$ cat src/include/shift_mode_regs.vh
`ifndef SHIFT_MODE_REGS_VH
`define SHIFT_MODE_REGS_VH
// Purpose: constants for shift decode, indicator and mode file block
// Assumes: big-endian bit numbering of the documented words is mapped
//          to vector index (width-1-n)
// Notes:   no register offsets exist; registers are reached by micro-ops

// instruction word fields, documented bit n -> index 15-n
`define IW_REG_HI        14
`define IW_REG_LO        12
`define IW_TYPE_HI       7
`define IW_TYPE_LO       4
`define IW_WIDE_CNT_BIT  7
`define IW_TEST_HI       15
`define IW_TEST_LO       12
`define IW_CNT4_HI       3
`define IW_CNT5_HI       4
`define SHIFT_TYPE_DAR16 4'hf
`define COUNT_SRC_REG    3'h1

// indicator byte positions, documented bit n -> index 7-n
`define IND_SUM_EXCESS   7
`define IND_ZERO         6
`define IND_CARRY        5
`define IND_BIT_TEST     4
`define IND_IO_ACCEPT    3
`define IND_GREATER      2
`define IND_LESS         1
`define IND_UNLIKE       0
`define IND_RESET        8'h00

// mode file
`define MODE_ENTRIES     8
`define MODE_DEFAULT_ADR 3'h1
`define MODE_DECIMAL_ADR 3'h3
`define MODE_FLOAT_A_ADR 3'h4
`define MODE_FLOAT_B_ADR 3'h5
`define MODE_RESET       8'h00
`define TRAP_TRACE_BIT   7
`define DEC_EXCESS_BIT   7
`define DEC_CLIP_BIT     6
`define FLT_ROUND_BIT    7
`define FLT_MEM_SIZE_BIT 6
`define FLT_ACC_SIZE_BIT 5
`define FLT_EUM_BIT      4
`define FLT_SEM_BIT      3
`define FLT_PEM_BIT      2

// pending-excess clear encoding
`define CLR_B_FIELD      3'h7

// latches
`define MICROWORD_W      48
`define MONITOR_W        22
`define MONITOR_IRQ_W    8
`define OPTION_W         5
`define OPT_TRANSLATION  0
`define OPT_LONG_ADDR    3
`endif

$ cat src/verilog/shift_decode_status_mode_latches.v
// Purpose: shift operand/count decode, indicator byte, 8x8 mode file,
//          bit-test flip-flops, pending-excess trap, control input latches
// Assumes: phase_a_i high marks the phase A high half of a microcycle;
//          cycle_en_i pulses once per microcycle
// Notes:   all outputs registered; decode results valid one clk later
//
// How it works
// - shift register from instruction bits 1-3
// - count bits 12-15 or 11-15 by bit 8
// - zero count takes count from register one
// - double pairs odd with even below, msb even
// - type F is double arithmetic right long
// - indicator byte holds seven flags, zero bit held low
// - excess flag set on register 1-7 overflow
// - compare flags updated by compare micro-ops
// - indicator loads from bus bits 8-15
// - indicator read drives low byte, zeros above
// - eight 8-bit mode entries, load and read
// - mode address from register address low bits
// - mode address defaults to entry one
// - codes 1-7 select mode bit test
// - mode bit zero sampled every cycle
// - trace bit traps every jump or branch
// - enabled register overflow sets pending trap
// - clear op A 0/1, B 7 resets pending
// - float rounding and size bits decoded
// - microword latched during phase A high
// - monitor latched phase A low, irq bits
// - five option bits, option 0 translation
// - option 3 long address when low
`timescale 1ns/1ps
`include "shift_mode_regs.vh"

module shift_decode_status_mode_latches #(
  parameter MW_W  = `MICROWORD_W,
  parameter MON_W = `MONITOR_W,
  parameter OPT_W = `OPTION_W
) (
  input  wire              clk_i,
  input  wire              srst_i,
  input  wire              cycle_en_i,
  input  wire              phase_a_i,
  input  wire [15:0]       instr_word_i,
  input  wire [15:0]       count_source_register_i,
  input  wire [15:0]       bus_i,
  input  wire [2:0]        rf_addr_i,
  input  wire              mode_file_load_op_i,
  input  wire              mode_file_read_op_i,
  input  wire              ind_load_op_i,
  input  wire              ind_read_op_i,
  input  wire              alu_excess_i,
  input  wire              alu_carry_i,
  input  wire              arith_write_i,
  input  wire [2:0]        dest_reg_i,
  input  wire              bit_test_i,
  input  wire              bit_test_we_i,
  input  wire              io_accept_i,
  input  wire              io_accept_we_i,
  input  wire              compare_we_i,
  input  wire              cmp_greater_i,
  input  wire              cmp_less_i,
  input  wire              cmp_unlike_i,
  input  wire              branch_taken_i,
  input  wire [2:0]        a_field_i,
  input  wire [2:0]        b_field_i,
  input  wire [MW_W-1:0]   store_word_i,
  input  wire [MON_W-1:0]  monitor_i,
  input  wire [OPT_W-1:0]  option_n_i,
  output reg  [2:0]        shift_reg_o,
  output reg  [2:0]        shift_pair_reg_o,
  output reg               shift_double_o,
  output reg               shift_dar_long_o,
  output reg  [4:0]        shift_count_o,
  output reg               shift_count_from_reg_o,
  output reg  [7:0]        indicator_o,
  output reg  [15:0]       bus_o,
  output reg               bus_drive_o,
  output reg               mode_bit_test_flag_o,
  output reg               mode_bit0_sample_flag_o,
  output reg               trace_trap_o,
  output reg               pending_excess_test_o,
  output reg               software_interrupt_req_o,
  output reg  [7:0]        trap_enable_mode_byte_o,
  output reg  [2:0]        decimal_enables_o,
  output reg  [5:0]        float_ctl_a_o,
  output reg  [5:0]        float_ctl_b_o,
  output reg  [MW_W-1:0]   microword_latch_o,
  output reg  [MON_W-1:0]  monitor_o,
  output reg               monitor_irq_o,
  output reg  [OPT_W-1:0]  option_o,
  output reg               translation_unit_option_o,
  output reg               long_address_option_o
);

  reg  [7:0] mode_file_reg [0:`MODE_ENTRIES-1];
  reg  [7:0] indicator_reg;
  reg  [7:0] indicator_next;
  reg        pending_reg;
  reg  [2:0] mode_addr;
  reg  [7:0] mode_sel;
  reg  [4:0] count_field;
  reg  [3:0] type_code;
  reg        dbl;
  reg  [2:0] tcode;
  wire       pend_clr;
  wire       pend_set;
  integer    k;

  // type codes 3,7 and 8..f are double-word shifts
  function is_double;
    input [3:0] t;
    begin
      is_double = (t == 4'h3) || (t == 4'h7) || t[3];
    end
  endfunction

  // extracts the shift/entry bit at documented position p of a byte
  function bit_at;
    input [7:0] b;
    input [2:0] p;
    begin
      bit_at = b[3'h7 - p];
    end
  endfunction

  always @* begin
    if (mode_file_load_op_i || mode_file_read_op_i)
      mode_addr = rf_addr_i;
    else
      mode_addr = `MODE_DEFAULT_ADR;
    mode_sel  = mode_file_reg[mode_addr];
    type_code = instr_word_i[`IW_TYPE_HI:`IW_TYPE_LO];
    dbl       = is_double(type_code);
    if (instr_word_i[`IW_WIDE_CNT_BIT])
      count_field = instr_word_i[`IW_CNT5_HI:0];
    else
      count_field = {1'b0, instr_word_i[`IW_CNT4_HI:0]};
    tcode = instr_word_i[`IW_TEST_HI - 1:`IW_TEST_LO];
  end

  assign pend_clr = (a_field_i[2:1] == 2'b00) && (b_field_i == `CLR_B_FIELD);
  assign pend_set = cycle_en_i && arith_write_i && alu_excess_i &&
                    (dest_reg_i != 3'h0) &&
                    bit_at(mode_file_reg[`MODE_DEFAULT_ADR], dest_reg_i);

  always @* begin
    indicator_next = indicator_reg;
    if (ind_load_op_i)
      indicator_next = bus_i[7:0];
    if (arith_write_i && alu_excess_i && dest_reg_i != 3'h0)
      indicator_next[`IND_SUM_EXCESS] = 1'b1;
    if (arith_write_i)
      indicator_next[`IND_CARRY] = alu_carry_i;
    if (bit_test_we_i)
      indicator_next[`IND_BIT_TEST] = bit_test_i;
    if (io_accept_we_i)
      indicator_next[`IND_IO_ACCEPT] = io_accept_i;
    if (compare_we_i) begin
      indicator_next[`IND_GREATER] = cmp_greater_i;
      indicator_next[`IND_LESS]    = cmp_less_i;
      indicator_next[`IND_UNLIKE]  = cmp_unlike_i;
    end
    indicator_next[`IND_ZERO] = 1'b0;
  end

  always @(posedge clk_i) begin
    if (srst_i) begin
      for (k = 0; k < `MODE_ENTRIES; k = k + 1)
        mode_file_reg[k] <= `MODE_RESET;
      indicator_reg            <= `IND_RESET;
      pending_reg              <= 1'b0;
      shift_reg_o              <= 3'h0;
      shift_pair_reg_o         <= 3'h0;
      shift_double_o           <= 1'b0;
      shift_dar_long_o         <= 1'b0;
      shift_count_o            <= 5'h00;
      shift_count_from_reg_o   <= 1'b0;
      indicator_o              <= `IND_RESET;
      bus_o                    <= 16'h0000;
      bus_drive_o              <= 1'b0;
      mode_bit_test_flag_o     <= 1'b0;
      mode_bit0_sample_flag_o  <= 1'b0;
      trace_trap_o             <= 1'b0;
      pending_excess_test_o    <= 1'b0;
      software_interrupt_req_o <= 1'b0;
      trap_enable_mode_byte_o  <= `MODE_RESET;
      decimal_enables_o        <= 3'h0;
      float_ctl_a_o            <= 6'h00;
      float_ctl_b_o            <= 6'h00;
      microword_latch_o        <= {MW_W{1'b0}};
      monitor_o                <= {MON_W{1'b0}};
      monitor_irq_o            <= 1'b0;
      option_o                 <= {OPT_W{1'b0}};
      translation_unit_option_o <= 1'b0;
      long_address_option_o    <= 1'b0;
    end else begin
      shift_reg_o    <= instr_word_i[`IW_REG_HI:`IW_REG_LO];
      // even partner below odd; relies on odd operand
      shift_pair_reg_o <= {instr_word_i[`IW_REG_HI:`IW_REG_LO + 1], 1'b0};
      shift_double_o <= dbl;
      shift_dar_long_o <= (type_code == `SHIFT_TYPE_DAR16);
      if (count_field == 5'h00) begin
        shift_count_o          <= count_source_register_i[4:0];
        shift_count_from_reg_o <= 1'b1;
      end else begin
        shift_count_o          <= count_field;
        shift_count_from_reg_o <= 1'b0;
      end
      if (cycle_en_i) begin
        indicator_reg <= indicator_next;
        indicator_o   <= indicator_next;
        if (mode_file_load_op_i)
          mode_file_reg[rf_addr_i] <= bus_i[7:0];
        // bit test flag
        // codes 8-f carry no bit number, so they never set the flag
        mode_bit_test_flag_o <= !instr_word_i[`IW_TEST_HI] &&
          (tcode != 3'h0) && bit_at(mode_sel, tcode);
        mode_bit0_sample_flag_o <= bit_at(mode_sel, 3'h0);
        trace_trap_o <= branch_taken_i &&
          mode_file_reg[`MODE_DEFAULT_ADR][`TRAP_TRACE_BIT];
      end
      // indicator and mode reads onto bus
      bus_drive_o <= ind_read_op_i || mode_file_read_op_i;
      if (ind_read_op_i)
        bus_o <= {8'h00, indicator_reg};
      else if (mode_file_read_op_i)
        bus_o <= {8'h00, mode_sel};
      else
        bus_o <= 16'h0000;
      if (pend_set)
        pending_reg <= 1'b1;
      else if (cycle_en_i && pend_clr)
        pending_reg <= 1'b0;
      pending_excess_test_o    <= pending_reg;
      software_interrupt_req_o <= pending_reg;
      trap_enable_mode_byte_o  <= mode_file_reg[`MODE_DEFAULT_ADR];
      decimal_enables_o <= {
        mode_file_reg[`MODE_DECIMAL_ADR][`DEC_EXCESS_BIT],
        mode_file_reg[`MODE_DECIMAL_ADR][`DEC_CLIP_BIT], 1'b0};
      float_ctl_a_o <= mode_file_reg[`MODE_FLOAT_A_ADR][7:2];
      float_ctl_b_o <= mode_file_reg[`MODE_FLOAT_B_ADR][7:2];
      if (phase_a_i)
        microword_latch_o <= store_word_i;
      if (!phase_a_i) begin
        monitor_o     <= monitor_i;
        monitor_irq_o <= |monitor_i[`MONITOR_IRQ_W-1:0];
      end
      if (phase_a_i) begin
        option_o <= ~option_n_i;
        translation_unit_option_o <= ~option_n_i[`OPT_TRANSLATION];
        long_address_option_o <= ~option_n_i[`OPT_LONG_ADDR];
      end
    end
  end

endmodule
$ cat config.mk
export PLATFORM = sky130hd
export DESIGN_NAME = shift_decode_status_mode_latches
export DESIGN_NICKNAME = d
export VERILOG_FILES = /design/src/verilog/shift_decode_status_mode_latches.v
export VERILOG_INCLUDE_DIRS = /design/src /design/src/include
export SDC_FILE = /design/constraint.sdc
export NUM_CORES = 1
export LEC_CHECK = 0
export ABC_AREA = 1
export BUFFER_PORTS_ARGS = -buffer_cell sky130_fd_sc_hd__buf_2
export CAP_MARGIN = 15
export CORE_MARGIN = 1
export CORE_UTILIZATION = 25
export CTS_CLUSTER_SIZE = 12
export DETAILED_ROUTE_END_ITERATION = 7
export GPL_TIMING_DRIVEN = 0
export MAX_ROUTING_LAYER = met4
export RECOVER_POWER = 25
export SYNTH_ARGS = -nofsm -noshare
export SYNTH_HDL_FRONTEND = slang
export SYNTH_SLANG_ARGS = --single-unit
$ cat constraint.sdc
create_clock -name clk_i -period 2.3 [get_ports clk_i]
set_input_delay 0.115 -clock clk_i [delete_from_list [all_inputs] [get_ports clk_i]]
set_output_delay 0.115 -clock clk_i [all_outputs]
set_load 0.005 [all_outputs]
# Word level (Yosys, flattened, before mapping)
# Memory sizes are Yosys's and may differ from the RTL's. A register that Yosys moved wholly into a read port is not among the register bits.
# Cells that the tools add are included.
[word_totals]
ff_bits = 130
ramBits = 64
input_bits = 155
out_inout_bits = 145
word_cells = 104
memories = 1
[mem_list]
columns = ["memory", "words", "width", "rd", "rd_clocked_by_memory_dff", "wr", "line", "rtl"]
rows = [
  ["mode_file_reg", 8, 8, 5, 3, 8, "shift_decode_status_mode_latches.v:95", "reg [7:0] mode_file_reg [0:`MODE_ENTRIES-1];"],
]
[classes]
add_sub_neg = 2
magnitude_cmp = 2
eq_ne = 4
n_mux = 27
n_bitwise = 4
n_reduce_logical = 35
[op_table]
columns = ["operator", "n"]
rows = [
  ["$mux W8", 4],
  ["$mux W1", 16],
  ["$reduce_or A8 Y1", 2],
  ["$reduce_bool A2 Y1", 6],
  ["$logic_and A1 B1 Y1", 11],
  ["$mux W5", 2],
  ["$reduce_and A2 Y1", 5],
  ["$mux W3", 3],
  ["$lt A3 B4 Y1 const B", 2],
  ["$bmux W1 S3", 2],
  ["$reduce_bool A3 Y1", 2],
  ["$sub A3 B3 Y3 const A", 2],
  ["$logic_not A5 Y1", 1],
  ["$not A5 Y5", 1],
  ["$eq A4 B2 Y1 const B", 1],
  ["$eq A4 B3 Y1 const B", 1],
  ["$eq A4 B4 Y1 const B", 1],
  ["$logic_or A1 B1 Y1", 4],
  ["$eq A3 B3 Y1 const B", 1],
  ["$not A1 Y1", 3],
  ["$reduce_or A3 Y1", 1],
  ["$logic_not A2 Y1", 1],
  ["$reduce_or A2 Y1", 1],
  ["$logic_not A1 Y1", 1],
]

# Longest topological paths before layout
[logic_depth]
depth_word = 6
depth_mapped = 15
mapped_depth_nobuf = 14

# Worst setup path after synthesis
# No wires, ideal clock.
[synth_timing]
path_type = "input port to flip-flop"
start = "input srst_i"
end = "memory mode_file_reg[0][0] (enable)"
setup_time_ns = 0.301
arrival_ns = 1.160
required_ns = 1.999
slack_ns = 0.839
cell_stages = 5
path_buffers = 3
path_cell_list = "clkbuf_1 > inv_1 > clkbuf_1 > clkbuf_1 > nand2_1"
[synth_lines]
columns = ["element", "line", "rtl"]
rows = [
  ["start, declared", "shift_decode_status_mode_latches.v:40", "input wire srst_i,"],
  ["end, declared", "shift_decode_status_mode_latches.v:95", ""],
]

# Final worst setup path
[layout_timing]
start = "input a_field_i[2]"
end = "register pending_reg"
[layout_between]
elab_chain_len = 4
[layout_lines]
columns = ["element", "line", "rtl"]
rows = [
  ["start, declared", "shift_decode_status_mode_latches.v:64", "input wire [2:0] a_field_i,"],
  ["$logic_not A2 Y1", "shift_decode_status_mode_latches.v:141", "assign pend_clr = (a_field_i[2:1] == 2'b00) && (b_field_i == `CLR_B_FIELD);"],
  ["$logic_and A1 B1 Y1", "shift_decode_status_mode_latches.v:141", ""],
  ["$logic_and A1 B1 Y1", "shift_decode_status_mode_latches.v:232", "else if (cycle_en_i && pend_clr)"],
  ["$reduce_bool A2 Y1 (no source line)", "-", ""],
  ["end signal, assigned", "shift_decode_status_mode_latches.v:171", "pending_reg <= 1'b0;"],
  ["end signal, assigned", "shift_decode_status_mode_latches.v:231", "pending_reg <= 1'b1;"],
  ["end signal, assigned", "shift_decode_status_mode_latches.v:233", "pending_reg <= 1'b0;"],
  ["end, declared", "shift_decode_status_mode_latches.v:98", "reg pending_reg;"],
]
# Every way passes these cells.
# A chain may end at the register's enable or synchronous reset.

==> flow_summary_export.csv <==
group,metric,value,unit
outcome,status,"complete, no violations",
job,maxCapViolations,0,
floorplanning,die_x,177,µm
clock_tree,numCtsBuffers,17,
global_route,grt_pass1_wl,39800,µm
detailed_routing,vias_per_cell,4.45,
yosys,ys.flop_type,"dfxtp_1",
floorplanning,io_pins,300,
detailed_routing,first_pass_iters,5,
critical_path,critPathLaunch,"a_field_i[2]",
power,pwr_density_cell,703,nW/µm²
timing,hold_violations,0,
timing,finalSetupTns,0,ns
detailed_routing,drc,0,
timing,skew,0.0176,ns
timing,rsz0062_at_grt,"no",
global_route,antenna_found_initial,3,
yosys,synth_cell_type_count,35,
critical_path,r2r_cells,13,
detailed_routing,wire_per_inst,15.7,µm
critical_path,crit_path_cell_trace,"dlygate4sd3_1, buf_2, o41ai_1, dlygate4sd3_1, o21ai_0, dlygate4sd3_1",
clock_tree,worstSkewPairLatency,0.46,ns
place,gp_congestion,0.868,
clock_tree,clockBufferDepth,2,
critical_path,worstPathMaxFanout,1,
floorplanning,die-area,31400,µm²
yosys,avgSynthCellArea,8.43,µm²
final_layout,area_growth,45.4,%
critical_path,critPathMaxStageDelay,0.59,ns
yosys,syn_area,7670,µm²
power,p_leak,5.17,nW
yosys,synth_edf_count,64,
timing,slew_violations,0,
timing,post-route-min-period,1.99,ns
critical_path,slowest_stage,"dlygate4sd3_1",
critical_path,r2r_end,"mode_bit_test_flag_o",
detailed_routing,ant_nets,0,
timing,worst_slew_pin_slew,0.726,ns
clock_tree,postCtsSetupBuffers,0,
critical_path,cp_common_cell,"dlygate4sd3_1",
place,pre_cts_ws,-0.496,ns
global_route,grt_pass1_vias,7275,
detailed_routing,routed_wl,26900,µm
place,io_buffers,260,
critical_path,cp-start-kind,"input pin",
final_layout,stdcell_count,1718,
critical_path,worst_setup_path_end_kind,"flip-flop",
clock_tree,clkSinkCount,194,
clock_tree,clockRootBuffer,"clkbuf_16",
timing,clock.fmax,504,MHz
global_route,grt_max_degree,20,
critical_path,required,2.64,ns
clock_tree,h-tree-depth,4,
clock_tree,clk_pin_slew,0.07,ns
yosys,yosys_warnings,0,
final_layout,nNetsFinal,1467,
final_layout,largest_reg_flops,64,
place,dp_cells,1570,
timing,relSlewSlack,51.6,%
critical_path,endpoint,"pending_reg",
global_route,grt_overflow_total,0,
yosys,yosys_register_bits,194,
timing,fin_ws,0.315,ns
critical_path,reg2reg_from,"mode_file_reg[1][6]",
place,dp_hpwl,19200,µm
floorplanning,coreArea,29900,µm²
critical_path,crit_arrival,2.32,ns
detailed_routing,drt-initial-drc-count,500,
yosys,synth-async-reset-ratio,0,%
floorplanning,start_util,25.7,%
final_layout,drive_gt1_share,21.9,%
timing,setup_viol,0,
min_path,hp-class,"in -> reg",
power,vdd_drop_max,0.709,mV
yosys,ys_seq_area_share,59.0,%
critical_path,worstSetupPathType,"in -> reg",
clock_tree,cts_tree,"built",
detailed_routing,vias,7644,
timing,finalCritPeriodShare,86.3,%
global_route,grtUsageTotal,17.6,%
floorplanning,die_h,177,µm
floorplanning,num_rows,63,
critical_path,reg2reg_slack,0.32,ns
yosys,synthCells,910,
[synthesized netlist by cell type, types with 2 or more instances]
library cell  count  area share (%)
clkinv_1          2           0.098
buf_6             2            0.29
nor3_1            2            0.13
a21oi_1          27             1.8
nand2_1         122             6.0
inv_1            66             3.2
nand3_1          61             4.0
nand2_4           2            0.29
buf_2             2            0.13
a22oi_1           3            0.29
clkbuf_1         31             1.5
nand3_2           4            0.52
buf_4            21             2.1
edfxtp_1         64              25
nor2_1          256              13
buf_1             2           0.098
dfxtp_1         130              34
inv_2             4            0.20
a31oi_1           2            0.16
nor4_1            2            0.16
o211ai_1          3            0.29
o22ai_1           2            0.16
o21ai_0          88             5.7
[critical path: cells and delay by family]
family	cells	cell delay, ns
buf+inv	4	1.81
compound gates	2	0.40
[where the power goes]
group | internal [mW] | total (mW) | leakage (nW) | switching, mW
clock network | 1.44 | 2.93 | 0.273 | 1.49
logic | 0.473 | 1.07 | 3.21 | 0.597
registers | 3.74 | 3.83 | 1.69 | 0.0914
[final cells by class]
cell class,instances,area [µm²]
Inverter,73,275
Multi-Input combinational cell,595,2590
Fill cell,2966,18700
Antenna cell,3,7.51
Buffer,58,317
Tap cell,390,488
Timing Repair Buffer,373,2380
Clock inverter,14,138
Clock buffer,18,429
Sequential cell,194,4520
[cells by family (layout without fill, tap and decap cells)]
kind of cell	count (synthesis)	count (layout)	synth area share, %
buf+inv	131	536	7.68
flops	194	194	59.0
simple gates	451	451	23.8
other cells	1	14	0.0489
compound gates	133	133	9.50
[worst min-delay path by stage]
stage                        startpoint        endpoint  slack, ns  cells past startpoint
after floorplan           option_n_i[0]     option_o[0]       0.21                      1
after global placement    option_n_i[0]     option_o[0]       0.30                      2
after detailed placement  option_n_i[4]     option_o[4]       0.30                      2
after CTS                      bus_i[1]  indicator_o[1]      0.003                      3
after global routing           bus_i[1]  indicator_o[1]       0.08                      3
final                          bus_i[1]  indicator_o[1]       0.02                      3
[stage by stage]
| step | cell area (µm²) | total power [mW] | hold WS, ns | util [%] |
|---|---|---|---|---|
| 2_1_floorplan | 7710 | 4.36 | 0.209 | - |
| 4_1_cts | 11200 | 7.90 | 0.00262 | 37.5 |
| 6_report | 11100 | 7.84 | 0.0217 | 37.3 |
| 3_3_place_gp | 9500 | 4.82 | 0.296 | 31.8 |
| 3_5_place_dp | 9500 | 4.83 | 0.300 | 31.8 |
| 5_1_grt | 11100 | 8.17 | 0.0795 | 37.3 |
[what timing repair did]
| action | 4_1_cts | 5_1_grt |
|---|---|---|
| hold buffers | 113 | 0 |
| gates resized for setup | 0 | 4 |
| endpoints found under the setup margin | 0 | 65 |
| hold endpoints to repair | 97 | 0 |
[routing by layer]
metal	track usage, %	share of wire [%]
met5	-	0
met4	8.80	3.5
met1	21.2	42
met2	27.7	47
met3	3.72	7.4
[cells in the final DEF, fill, tap and decap left out, drive strengths merged, types with 3 or more instances in the layout]
cell,count
nor2,256
o211ai,3
a21oi,28
a22oi,3
clkbuf,92
conb,11
edfxtp,64
inv,79
nand3,65
dlygate4sd3,113
dfxtp,130
nand2,125
diode,3
clkinv,6
o21ai,89
buf,244
No activity file was read; power rests on OpenSTA's default activity.
